## src/design/bpc_pkg.sv

```systemverilog
// Constants, register map and state type of the bidirectional change-detect port
package bpc_pkg;
    localparam int PIN_W = 8;

    localparam logic [7:0] OFS_PORT = 8'h00;
    localparam logic [7:0] OFS_DIR = 8'h04;
    localparam logic [7:0] OFS_LAT = 8'h08;
    localparam logic [7:0] OFS_CTRL_MAIN = 8'h0C;
    localparam logic [7:0] OFS_CTRL_TWO = 8'h10;
    localparam logic [7:0] OFS_ALT = 8'h14;

    localparam int BIT_FLAG = 0;
    localparam int BIT_IRQ_EN = 3;
    localparam int BIT_PU_N = 7;
    localparam int BIT_ALT_SEL = 0;
    localparam int BIT_FLT_EN = 1;
    localparam int BIT_SD_TRI = 2;

    localparam int CCP_PIN = 3;
    localparam logic [7:0] CHANGE_MASK = 8'hF0;
    localparam logic [7:0] EXT_IRQ_MASK = 8'h0F;

    localparam logic [7:0] RST_DIR = 8'hFF;
    localparam logic [7:0] RST_LAT = 8'h00;
    localparam logic RST_PU_N = 1'b1;
    localparam logic RST_ALT_SEL = 1'b1;

    localparam logic [1:0] HTRANS_NONSEQ = 2'h2;
    localparam logic [1:0] HTRANS_SEQ = 2'h3;
    localparam logic HRESP_OKAY = 1'b0;

    typedef struct packed {
        logic [7:0] dir;
        logic [7:0] lat;
        logic [3:0] snap;
        logic flag;
        logic irq_en;
        logic pu_n;
        logic alt_sel;
        logic flt_en;
        logic sd_tri;
        logic ph_write;
        logic [7:0] ph_addr;
        logic [31:0] rdata;
    } bpc_state_t;

    localparam bpc_state_t RST_STATE = '{
        dir: RST_DIR, lat: RST_LAT, snap: 4'h0, flag: 1'b0, irq_en: 1'b0,
        pu_n: RST_PU_N, alt_sel: RST_ALT_SEL, flt_en: 1'b0, sd_tri: 1'b0,
        ph_write: 1'b0, ph_addr: 8'h00, rdata: 32'h0000_0000};
endpackage

```

## src/design/bpc_port.sv

```systemverilog
// Eight-pin bidirectional port with change detection, pull-ups and AHB-Lite registers
//
// Added by the designer: the AHB-Lite slave port and the address map.
`timescale 1ns/1ps
module bpc_port
    import bpc_pkg::*;
(
    // Clock and reset
    input wire logic hclk,
    input wire logic hresetn,
    // AHB-Lite slave
    input wire logic hsel,
    input wire logic [31:0] haddr,
    input wire logic [1:0] htrans,
    input wire logic hwrite,
    input wire logic [2:0] hsize,
    input wire logic [31:0] hwdata,
    input wire logic hready,
    output logic hreadyout,
    output logic [31:0] hrdata,
    output logic hresp,
    // Pins
    input wire logic [7:0] pin_in,
    output logic [7:0] pin_out,
    output logic [7:0] pin_oe,
    output logic [7:0] pullup_on,
    // Core qualifiers
    input wire logic reg_to_reg_move,
    input wire logic ccp_route_mode,
    // Second capture/compare/PWM module
    input wire logic ccp_out,
    input wire logic ccp_drive,
    input wire logic pwm_shutdown,
    output logic ccp_capture_in,
    // Interrupt and peripheral feeds
    output logic [3:0] ext_irq_in,
    output logic pwm_fault_in,
    output logic change_irq,
    output logic wake_req
);
    bpc_state_t st;
    bpc_state_t next_st;
    logic take;
    logic ph_valid;
    logic mapped;
    logic mismatch;
    logic routed;
    logic [7:0] rd_val;
    logic port_acc;

    // Only whole-word accesses are mapped; any other hsize reads zero and writes nothing
    assign take = hsel && hready && (htrans == HTRANS_NONSEQ || htrans == HTRANS_SEQ);
    assign mapped = (haddr[31:8] == 24'h00_0000) && (haddr[1:0] == 2'h0) && (hsize == 3'h2);

    // Output-configured pins are masked out so their own drive cannot trip the flag
    assign mismatch = |(((pin_in[7:4] ^ st.snap) & st.dir[7:4]));
    assign routed = ccp_route_mode && !st.alt_sel;

    always_comb begin
        unique case (haddr[7:0])
            OFS_PORT: rd_val = pin_in;
            OFS_DIR: rd_val = st.dir;
            OFS_LAT: rd_val = st.lat;
            OFS_CTRL_MAIN: rd_val = {4'h0, st.irq_en, 2'h0, st.flag};
            OFS_CTRL_TWO: rd_val = {st.pu_n, 7'h00};
            OFS_ALT: rd_val = {5'h00, st.sd_tri, st.flt_en, st.alt_sel};
            default: rd_val = 8'h00;
        endcase
    end

    // Port accessed: read in its address phase, write in its data phase unless reg_to_reg_move is high
    always_comb begin
        port_acc = take && !hwrite && mapped && haddr[7:0] == OFS_PORT;
        if (ph_valid && st.ph_write && st.ph_addr == OFS_PORT && !reg_to_reg_move) begin
            port_acc = 1'b1;
        end
    end

    always_comb begin
        next_st = st;
        next_st.ph_write = take && hwrite && mapped;
        next_st.ph_addr = haddr[7:0];
        if (take && !hwrite) begin
            next_st.rdata = mapped ? {24'h00_0000, rd_val} : 32'h0000_0000;
        end
        if (port_acc) begin
            next_st.snap = pin_in[7:4];
        end
        if (ph_valid && st.ph_write) begin
            unique case (st.ph_addr)
                OFS_PORT: next_st.lat = hwdata[7:0];
                OFS_DIR: next_st.dir = hwdata[7:0];
                OFS_LAT: next_st.lat = hwdata[7:0];
                OFS_CTRL_MAIN: begin
                    next_st.flag = hwdata[BIT_FLAG];
                    next_st.irq_en = hwdata[BIT_IRQ_EN];
                end
                OFS_CTRL_TWO: next_st.pu_n = hwdata[BIT_PU_N];
                OFS_ALT: begin
                    next_st.alt_sel = hwdata[BIT_ALT_SEL];
                    next_st.flt_en = hwdata[BIT_FLT_EN];
                    next_st.sd_tri = hwdata[BIT_SD_TRI];
                end
                default: next_st.flag = st.flag;
            endcase
        end
        // Set beats a clear in the same cycle
        if (mismatch) begin
            next_st.flag = 1'b1;
        end
    end

    assign ph_valid = st.ph_write;

    always_ff @(posedge hclk or negedge hresetn) begin
        if (!hresetn) begin
            st <= RST_STATE;
        end else begin
            st <= next_st;
        end
    end

    assign hreadyout = 1'b1;
    assign hresp = HRESP_OKAY;
    assign hrdata = st.rdata;

    genvar i;
    generate
        for (i = 0; i < PIN_W; i++) begin : g_pin
            if (i == CCP_PIN) begin : g_ccp
                // Module output wins over latch; tri-state on shutdown when enabled
                assign pin_out[i] = (routed && ccp_drive) ? ccp_out : st.lat[i];
                assign pin_oe[i] = !st.dir[i] && !(routed && st.sd_tri && pwm_shutdown);
            end else begin : g_std
                assign pin_out[i] = st.lat[i];
                assign pin_oe[i] = !st.dir[i];
            end
            assign pullup_on[i] = !st.pu_n && st.dir[i];
        end
    endgenerate

    assign ext_irq_in = pin_in[3:0] & st.dir[3:0];
    assign pwm_fault_in = pin_in[0] && st.dir[0] && st.flt_en;
    assign ccp_capture_in = pin_in[CCP_PIN] && routed && st.dir[CCP_PIN];
    assign change_irq = st.flag && st.irq_en;
    assign wake_req = change_irq;
endmodule
```

## config.mk

```make
export PLATFORM = sky130hd
export DESIGN_NAME = bpc_port
export DESIGN_NICKNAME = d
export VERILOG_FILES = /design/src/design/bpc_pkg.sv /design/src/design/bpc_port.sv
export SDC_FILE = /design/constraint.sdc
export NUM_CORES = 1
export LEC_CHECK = 0
export BUFFER_PORTS_ARGS = -buffer_cell sky130_fd_sc_hd__buf_2
export CAP_MARGIN = 0
export CORE_UTILIZATION = 46
export DETAILED_ROUTE_END_ITERATION = 10
export PLACE_DENSITY = 0.85
export SETUP_SLACK_MARGIN = 0.4
export SYNTH_ARGS = -nofsm -noshare
export SYNTH_HDL_FRONTEND = slang
export SYNTH_SLANG_ARGS = --single-unit
```

## constraint.sdc

```tcl
create_clock -name hclk -period 3.88 [get_ports hclk]
set_input_delay 0.388 -clock hclk [delete_from_list [all_inputs] [get_ports hclk]]
set_output_delay 0.388 -clock hclk [all_outputs]
set_load 0.02 [all_outputs]
```

After elaboration in Yosys (flattened, before gate mapping)
Cells that the tools add are included.
{"block": "classes", "n_eq_ne": 13, "muxes": 10, "n_bitwise": 3, "reduce_logical": 57}
{"cell": "8-bit case mux with 6 select lines", "n": 1}
{"cell": "8-bit by 4-bit equality test with 1-bit output (second input constant)", "n": 4}
{"cell": "8-bit by 5-bit equality test with 1-bit output (second input constant)", "n": 4}
{"cell": "1-bit logical AND", "n": 29}
{"cell": "24-bit zero test", "n": 1}
{"cell": "8-bit by 3-bit equality test with 1-bit output (second input constant)", "n": 2}
{"cell": "8-bit zero test", "n": 2}
{"cell": "1-bit zero test", "n": 13}
{"cell": "2-bit AND reduction", "n": 6}
{"cell": "4-bit bitwise AND", "n": 2}
{"cell": "8-bit two-way mux", "n": 1}
{"cell": "1-bit two-way mux", "n": 6}
{"cell": "6-bit two-way mux", "n": 1}
{"cell": "2-bit equality test (second input constant)", "n": 2}
{"cell": "2-bit nonzero test", "n": 2}
{"cell": "4-bit OR reduction", "n": 1}
{"cell": "4-bit XOR", "n": 1}
{"cell": "3-bit by 2-bit equality test with 1-bit output (second input constant)", "n": 1}
{"cell": "3-bit two-way mux", "n": 1}
{"cell": "2-bit zero test", "n": 1}
{"cell": "2-bit OR reduction", "n": 1}
{"cell": "1-bit logical OR", "n": 1}
{"block": "totals", "reg_bits": 67, "out_inout_bits": 66}

Logic depth before layout (Yosys ltp)
Gate-level depths: netlist (run 1).
{"block": "logic_depth", "depth_word": 7, "depth_mapped": 7, "depth_no_buf": 5}

Worst setup path before layout (run 1)
No wires, ideal clock.
{"block": "synth_path", "path_kind": "input -> register", "startpoint": "input port haddr[4]", "endpoint": "register st[47] in the netlist's numbering", "setup_time_ps": 125, "arrival_time_ps": 1529, "required_ps": 3755, "setup_slack_ps": 2226, "path_stages": 6, "path_buffers": 2, "cell_sequence": "buf_6 > nor4_4 > and3b_1 > buf_6 > a41oi_4 > mux2_2"}
{"block": "synth_between", "elab_chain_cells": 3}
{"element": "from (decl)", "line": "bpc_port.sv:13", "source": "input wire logic [31:0] haddr,"}
{"element": "8-bit zero test", "line": "bpc_port.sv:73", "source": "port_acc = take && !hwrite && mapped && haddr[7:0] == OFS_PORT;"}
{"element": "1-bit logical AND", "line": "bpc_port.sv:73"}
{"element": "1-bit two-way mux", "line": "bpc_port.sv:74", "source": "if (ph_valid && st.ph_write && st.ph_addr == OFS_PORT && !reg_to_reg_move) begin"}
{"element": "to (signal assigned)", "line": "bpc_port.sv:119", "source": "st <= next_st;"}
{"element": "to (decl)", "line": "bpc_port.sv:41", "source": "bpc_state_t st;"}
Every way passes these cells.
A chain may end at the register's enable or synchronous reset.

Worst setup path in the final report (run 1)
{"block": "layout_path", "startpoint": "register st[36] in the netlist's numbering", "endpoint": "register st[62] in the netlist's numbering"}
{"block": "layout_between", "elab_chain_cells": 2}
{"element": "8-bit by 3-bit equality test with 1-bit output", "line": "bpc_port.sv:90", "source": "unique case (st.ph_addr)"}
{"element": "2-bit AND reduction (no source line)"}
Every way passes these cells.

==> impl_metrics.ini, run 1 <==
[run_status]
status = finished, final reports clean

[clock_tree]
cts_hold_buf = 0
cts_setup_buffers = 0
clockBufferDepth = 2
cts_buffers = 5
clk_pin_slew_ps = 80
root_buffer = clkbuf_8
clock-sinks = 43
cts_tree = done
clock_latency_ps = 300
cts_resized = 0
htreeDepth = 2

[place]
dp_cells = 379
io_buffer_count = 101
gp_congestion = 0.8290
hpwl_um = 4403

[synth]
syn_inst = 231
synth_area_mm2 = 0.002440
ys_ff_latch = 43
synthTopCellsByCount = buf_4, dfrtp_1, nand2_1
yosysTopAreaCellShare_pct = 33.85
netlist.top_cell.by_area = dfrtp_1
yosysMostFrequentCell = buf_4
synth.distinct_cells = 42
avgSynthCellArea_um2 = 10.56
seq_area_frac_synth_pct = 44.62
synth_area_leaders = dfrtp_1, buf_4, dfstp_2
async_flop_share_pct = 100.0
ys.warnings.count = 0
ys.flop_type = dfrtp_1
synth_edf_count = 0

[critical_path]
reg2reg_depth = 4
path_buf_inv = 0
rr_startpoint = st[36]$_DFF_PN0_
cp.arrival_ps = 2520
crit_start = st[36]$_DFF_PN0_
cpMaxStageDelayCell = nor2_1
slowest_delay_ps = 790
crit_fanout = 15
rrSetupSlack_ps = 1600
worst_setup_path_end_kind = flop
worst_ep_required_time_ps = 4120
worstSetupStartpointType = flop
worstPathCellList = nor4_1 > nand4_1 > nor2_1 > mux2_2
r2r_end = st[62]$_DFFE_PN1P_
critical_path.top_delay_family = simple AND/OR/NAND/NOR gates
crit_type = reg -> reg

[finish]
final_nets = 403
diodes = 0
layout.cells.non_filler = 387
drive_above_1_share_pct = 47.32
syn2layout_area_growth_pct = 17.33

[detailed_routing]
drt-total-wl_um = 5580
dr.pass1.iters = 4
drc = 0
via_count = 1897
drt-initial-drc-count = 108
drtAntennaViolNets = 0
vias_per_cell = 4.902
wl_per_cell_um = 14.42

[floorplanning]
core_area_mm2 = 0.005107
io_pins = 153
fp.dieH_um = 74.83
die_area_mm2 = 0.005600
die_x_um = 74.83
start_util_pct = 47.77
rows = 26

[timing]
tns_ps = 0
post-route-min-period_ps = 2282
slew_viol_final = 0
worstMarginPinSlew_ps = 1002
finalSetupViolations = 0
fin_crit_sh_pct = 58.82
max_freq_mhz = 438.2
slew_headroom_pct = 32.93
rsz0062_at_grt = no
fin_skew_ps = 9.065
hold_viol_final = 0

[global_routing]
grt_pass1_wl_um = 8666
grt_overflow = 0
antenna_found_initial = 0
grt_max_degree = 44
grt_pass1_vias = 1773
grt_use_total_pct = 21.56

[pwr]
powerDensity_mw_per_mm2 = 313.3
p_total_w = 0.0008969
ir_drop_uv = 154.8
p_leak_nw = 1.484

[job]
drv_cap = 0

[hold_path]
hold_class = in -> async
## worst max-delay path by stage
stage / depth (start not counted) / to / slack (ps)
2_1_floorplan: 6 / st[47]$_DFFE_PN0P_ / 2230
3_3_place_gp: 4 / st[62]$_DFFE_PN1P_ / 1660
3_5_place_dp: 4 / st[62]$_DFFE_PN1P_ / 1640
4_1_cts: 4 / st[62]$_DFFE_PN1P_ / 1610
5_1_grt: 4 / st[62]$_DFFE_PN1P_ / 1430
6_report: 4 / st[62]$_DFFE_PN1P_ / 1600
## per-layer routing
layer  part of all wire [%]  routed length (µm)  track usage (%)  vias up
met5                      0                   0                0        -
met4                    1.3                  72            7.966        0
met3                    5.9                 329            4.953        7
met2                     48                2698            34.63       74
met1                     44                2480            28.66      902
li1                       -                   -                -      914
## layout by cell type, fill, tap and decap left out, types with 2 or more instances in the layout
cell type	n
nor3_1	3
inv_1	9
and3_1	3
o22ai_1	2
and3_2	2
a221o_1	2
mux2i_1	5
and2_1	6
dfstp_2	10
nor2_1	14
nand2_1	20
nor4_1	7
a22o_1	8
clkbuf_8	6
a221o_2	2
buf_2	101
nand4_1	4
mux2_2	19
dfrtp_1	33
nor2b_1	2
a22oi_1	3
nand3_1	2
xnor2_1	4
o21ai_0	7
conb_1	26
## worst register-to-register path, delay by kind of cell, from the launching register on
kind	cells	cell delay [ps]
mux	1	420
flops	1	380
simple gates	3	1430
## stage by stage
| step | hold WS, ps | area, µm² | utilization [%] | setup slack [ps] |
|---|---|---|---|---|
| after floorplan | 92.41 | 2530 | - | 2226 |
| after global placement | 496.1 | 2771 | 54.26 | 1662 |
| after detailed placement | 489.5 | 2771 | 54.26 | 1640 |
| after CTS | 213.4 | 2863 | 56.05 | 1607 |
| after global routing | 221.2 | 2863 | 56.05 | 1427 |
| final | 218.4 | 2863 | 56.05 | 1598 |
## area by class of cell
cell class | instances | area, µm²
well taps | 70 | 87.58
clock inverters | 1 | 5.005
clock buffers | 7 | 86.33
flip-flops and latches | 43 | 1089
multi-input cells | 156 | 1056
repair buffers | 101 | 505.5
inverters | 9 | 33.78
fillers | 467 | 2245
## power by group
| group | internal, W | switching (W) | leakage, nW |
|---|---|---|---|
| logic | 0.0000488 | 0.0000811 | 0.923 |
| registers | 0.000463 | 0.0000114 | 0.512 |
| clock network | 0.000144 | 0.000149 | 0.0482 |
| total | 0.000655 | 0.000242 | 1.48 |
## state kept, by name (all words and copies together), names as in the netlist
register and flops:
ph_valid 1, hrdata 8, pin_out 7, st 27
## logic make-up after synthesis
| kind of cell | synth area share [%] |
|---|---|
| mux | 10.82 |
| compound gates | 9.641 |
| flops | 44.62 |
| simple gates | 17.38 |
| buf+inv | 15.79 |
| other cells | 0.3078 |
| xor+xnor | 1.436 |
(Power assumes the default switching activity.)
==> run 2: changes to the inputs <==
CORE_UTILIZATION = 43   (was 46)
PLACE_DENSITY = 0.81   (was 0.85)
clock period = 2.1 ns   (was 3.88 ns; I/O delays follow)
==> impl_metrics.ini, run 2 (synthesis gave the netlist of run 1 again) <==
[run_status]
status = finished, final reports clean

[clock_tree]
clk_pin_slew_ps = 80
cts_tree = done
root_buffer = clkbuf_8
cts_buffers = 5
htreeDepth = 2
clock-sinks = 43
cts_setup_buffers = 0
clockBufferDepth = 2
clock_latency_ps = 300

[global_routing]
antenna_found_initial = 0
grt_overflow = 0
grt_pass1_vias = 1942
grt_max_degree = 19
grt_use_total_pct = 20.43
grt_pass1_wl_um = 9273

[hold_path]
holdPathStages = 1
worstHoldEndpoint = st[32]$_DFF_PN0_
hold_class = in -> reg
hp-start = haddr[0]

[critical_path]
crit_fanout = 3
crit_type = reg -> out
worstSetupStartpointType = flop
worst_setup_path_end_kind = output port
worst_ep_required_time_ps = 1890
crit_start = st[43]$_DFFE_PN1P_
r2r_end = st[45]$_DFFE_PN0P_
rr_startpoint = st[36]$_DFF_PN0_
cp.arrival_ps = 1450
rrSetupSlack_ps = 500
reg2reg_depth = 4

[detailed_routing]
drc = 0
drt-total-wl_um = 5775
drtAntennaViolNets = 0
drt-initial-drc-count = 99
dr.pass1.iters = 6
wl_per_cell_um = 14.58
vias_per_cell = 4.952
via_count = 1961

[finish]
final_cell_mix = buf_2, dfrtp_1, conb_1
largest_reg_flops = 27
drive_above_1_share_pct = 48.46
multi_input_comb_area_mm2 = 0.001077
diodes = 0
nFillCells = 496
stdcell_area_mm2 = 0.002938
final_common_cell = buf_2
regMostFlops = st
syn2layout_area_growth_pct = 20.41
regArea_mm2 = 0.001089
final_nets = 410
layout.cells.non_filler = 396

[timing]
fin_crit_sh_pct = 79.18
tns_ps = 0
post-route-min-period_ps = 1663
hold_viol_final = 0
fin_skew_ps = 5.806
max_freq_mhz = 601.4
finalSetupViolations = 0
slew_viol_final = 0
rsz0062_at_grt = no

[floorplanning]
fp.dieH_um = 77.33
die_x_um = 77.33
start_util_pct = 44.58
io_pins = 153
die_area_mm2 = 0.005979
rows = 27
core_area_mm2 = 0.005473

[place]
dp_cells = 387
gp_congestion = 0.7850
placedInstanceArea_mm2 = 0.002819
hpwl_um = 4650
io_buffer_count = 101

[pwr]
ir_drop_uv = 321.4
power.internal_w = 0.001185
power.share.switching_pct = 27.43
p_seq_share_pct = 53.8
powerDensity_mw_per_mm2 = 556.0
p_leak_nw = 1.523
p_total_w = 0.001633
clockPowerShare_pct = 31.0
p_comb_share_pct = 15.2
power_switching_w = 0.0004480

[job]
drv_cap = 0
## run 2: cell count changes in the layout (fill, tap and decap cells not counted), sizes merged
cell,before,now
buf,101,107
dlygate4sd3,0,1
## run 2: timing repair
item | 4_1_cts | 5_1_grt
hold buffers | 1 | 0
endpoints found under the hold margin | 16 | 0
gates resized for setup | 3 | 3
pin swaps | 1 | 1
endpoints found under the setup margin | 2 | 5
## run 2: worst max-delay path by stage
| stage | depth (start not counted) | to | slack [ps] |
|---|---|---|---|
| final | 4 | pin_out[3] | 440 |
| after global routing | 4 | pin_out[3] | 410 |
| after CTS | 4 | pin_out[3] | 410 |
| after detailed placement | 7 | hrdata[0]$_DFFE_PN0P_ | 330 |
| after global placement | 7 | hrdata[0]$_DFFE_PN0P_ | 340 |
| after floorplan | 5 | st[47]$_DFFE_PN0P_ | 490 |
## run 2: cell type report
cell class | count | share of cell area, %
Tap cell | 72 | 3.066
Sequential cell | 43 | 37.05
Clock buffer | 7 | 2.598
Clock inverter | 1 | 0.1704
Inverter | 9 | 1.150
Timing Repair Buffer | 108 | 19.29
Multi-Input combinational cell | 156 | 36.67
## run 2: worst max-delay path, cell delays in order, from the launching register on
cell and delay, ps:
dfstp_2 550, nor2b_2 60, nand2_1 100, mux2_4 310
buf_6 130
## run 2: metal layers
| layer | up-vias | GRT usage, % | share of wire (%) |
|---|---|---|---|
| met4 | 0 | 8.491 | 2.0 |
| met3 | 13 | 4.167 | 7.3 |
| met5 | - | 0 | 0 |
| li1 | 935 | - | - |
| met2 | 97 | 33.81 | 47 |
| met1 | 916 | 25.84 | 43 |
## run 2: stage by stage
step / worst slack, ps / hold WS [ps] / utilization (%)
global route: 406.7 / 37.97 / 53.68
detailed placement: 327.4 / 158.0 / 51.51
finish: 437.2 / 51.49 / 53.68
floorplan: 494.3 / -85.59 / -
CTS: 405.8 / 41.55 / 53.38
global placement: 339.6 / 151.0 / 51.51
## run 2: power groups by stage
stage	Clock (W)	Sequential, W	Combinational (W)
2_1_floorplan	0	0.000882	0.000178
3_3_place_gp	0	0.000889	0.000240
3_5_place_dp	0	0.000891	0.000244
4_1_cts	0.000510	0.000877	0.000247
5_1_grt	0.000553	0.000882	0.000270
6_report	0.000506	0.000878	0.000249
==> run 3: changes to the inputs <==
ABC_AREA = 1   (was unset)
CORE_UTILIZATION = 45   (was 43)
clock period = 1.7 ns   (was 2.1 ns; I/O delays follow)
==> impl_metrics.ini, run 3 <==
[critical_path]
cp.arrival_ps = 1400
worst_setup_path_end_kind = output port
crit_fanout = 2
worstPathCellList = nor2_4 > nand2_2 > mux2_4 > buf_6
critical_path.top_delay_family = flip-flops
rr_startpoint = st[32]$_DFF_PN0_
path_buf_inv = 1
r2r_end = pin_out[4]$_DFFE_PN0P_
worstSetupStartpointType = flop
slowest_delay_ps = 570
reg2reg_depth = 6
cpMaxStageDelayCell = dfstp_2
worst_ep_required_time_ps = 1530
crit_type = reg -> out
rrSetupSlack_ps = 220

[synth]
synth_area_mm2 = 0.002753
synth_compound_area_share_pct = 8.727
ys.warnings.count = 0
synth_area_leaders = dfrtp_1, nand2_1, buf_4
synth_edf_count = 0
async_flop_share_pct = 100.0
synth_simple_gate_area_share_pct = 33.45
synthAdderAreaFrac_pct = 0
muxShareOfSynthArea_pct = 0.4091
avgSynthCellArea_um2 = 7.521
seq_area_frac_synth_pct = 39.55
yosysTopAreaCellShare_pct = 30.00
syn_inst = 366
ys.flop_type = dfrtp_1
netlist.top_cell.by_area = dfrtp_1
synthTopCellsByCount = nand2_1, nor2_1, buf_4
ys_ff_latch = 43
yosysMostFrequentCell = nand2_1
synth_top_family_by_area = simple AND/OR/NAND/NOR gates
synth.distinct_cells = 33
synth_xor_area_share_pct = 0

[timing]
finalSetupViolations = 0
fin_skew_ps = 2.839
setup_slack_ps = 133.1
max_freq_mhz = 638.2
fin_crit_sh_pct = 92.17
rsz0062_at_grt = yes
slew_viol_final = 0
post-route-min-period_ps = 1567
hold_viol_final = 0
tns_ps = 0

[finish]
regMostFlops = st
drive_above_1_share_pct = 47.17
final_cell_mix = buf_2, nand2_1, nor2_1
diodes = 0
nFillCells = 454
largest_reg_flops = 27
final_common_cell = buf_2
regArea_mm2 = 0.001089
multi_input_comb_area_mm2 = 0.001580
final_nets = 563
syn2layout_area_growth_pct = 38.00
stdcell_area_mm2 = 0.003799

[floorplanning]
start_util_pct = 46.49
die_x_um = 80.21
io_pins = 153
fp.dieH_um = 80.21
rows = 28
core_area_mm2 = 0.005921
die_area_mm2 = 0.006434

[clock_tree]
cts_tree = done
htreeDepth = 2
root_buffer = clkbuf_8
clk_pin_slew_ps = 80
clock-sinks = 43
cts_buffers = 5
clock_latency_ps = 300
clockBufferDepth = 2

[pwr]
p_comb_share_pct = 15.2
p_seq_share_pct = 52.7
power_switching_w = 0.0005519
ir_drop_uv = 441.5
powerDensity_mw_per_mm2 = 520.9
power.internal_w = 0.001427
p_leak_nw = 2.022
clockPowerShare_pct = 32.1
power.share.switching_pct = 27.89

[global_routing]
grt_max_degree = 44
grt_overflow = 0
antenna_found_initial = 0
grt_use_total_pct = 24.61
grt_pass1_vias = 2687
grt_pass1_wl_um = 12110

[job]
drv_cap = 0

[detailed_routing]
drt-total-wl_um = 8078
via_count = 2846
drtAntennaViolNets = 0
vias_per_cell = 5.156
drc = 0
wl_per_cell_um = 14.63
dr.pass1.iters = 4
drt-initial-drc-count = 140

[hold_path]
holdPathStages = 1
worstHoldEndpoint = st[36]$_DFF_PN0_
hold_class = in -> reg
hp-start = haddr[4]

[run_status]
status = finished, final reports clean

[place]
placedInstanceArea_mm2 = 0.003113
io_buffer_count = 101
post-place-ws_ps = 225.3
hpwl_um = 4972
gp_congestion = 0.8575
-- run 3: how the worst max path moves through the flow --
| stage | start | to | cells past startpoint |
|---|---|---|---|
| after CTS | st[43]$_DFFE_PN1P_ | pin_out[3] | 4 |
| after detailed placement | st[33]$_DFF_PN0_ | pin_out[5]$_DFFE_PN0P_ | 5 |
| after global placement | st[33]$_DFF_PN0_ | pin_out[6]$_DFFE_PN0P_ | 5 |
| final | st[43]$_DFFE_PN1P_ | pin_out[3] | 4 |
| after global routing | st[43]$_DFFE_PN1P_ | pin_out[3] | 4 |
| after floorplan | st[33]$_DFF_PN0_ | pin_out[0]$_DFFE_PN0P_ | 6 |
-- run 3: per-stage QoR --
| stage | std cells | total power (W) | utilization (%) | hold WS [ps] |
|---|---|---|---|---|
| floorplan | 390 | 0.001235 | - | -125.6 |
| global route | 552 | 0.002066 | 64.16 | 13.98 |
| detailed placement | 521 | 0.001321 | 52.58 | 164.2 |
| finish | 552 | 0.001979 | 64.16 | 16.49 |
| CTS | 547 | 0.001953 | 59.26 | 0.2986 |
| global placement | 521 | 0.001314 | 52.58 | 157.7 |
-- run 3: cell families after synthesis --
family,count (synthesis)
AO/OA/AOI/OAI,40
buffers and inverters,82
flip-flops,43
multiplexers,1
other,2
AND/OR/NAND/NOR,198
-- run 3: timing repair --
action,in CTS,in global routing
hold endpoints to repair,34,2
gates resized for setup,51,68
hold buffers,2,2
setup endpoints to repair,31,41
cloned,2,0
setup buffers,14,3
pin swaps,20,18
-- run 3: power by group through the flow --
stage                     clock [W]  combinational [W]  sequential, W
after floorplan                   0           0.000179        0.00106
after global placement            0           0.000257        0.00106
after detailed placement          0           0.000264        0.00106
after CTS                  0.000636           0.000277        0.00104
after global routing       0.000692           0.000331        0.00104
final                      0.000635           0.000301        0.00104
-- run 3: worst register-to-register path: stages, from the launching register on --
cell     delay, ps
dfrtp_1        380
or2_4          280
nor3_4         280
buf_6          170
nand2_8        100
nand2_2        100
o21ai_2         50
-- run 3: final cells by class --
class / instances / share of cell area (%)
Sequential cell: 43 / 28.66
Clock buffer: 7 / 2.009
Clock inverter: 1 / 0.1318
Multi-Input combinational cell: 267 / 41.60
Timing Repair Buffer: 123 / 21.51
Inverter: 36 / 3.623
Tap cell: 75 / 2.470
-- run 3: metal layers --
| metal | vias up | global-route usage (%) | share of wire [%] |
|---|---|---|---|
| met5 | - | 0 | 0 |
| met4 | 0 | 8.393 | 4.6 |
| met3 | 37 | 6.364 | 6.9 |
| met2 | 155 | 44.70 | 51 |
| met1 | 1346 | 27.73 | 37 |
| li1 | 1308 | - | - |
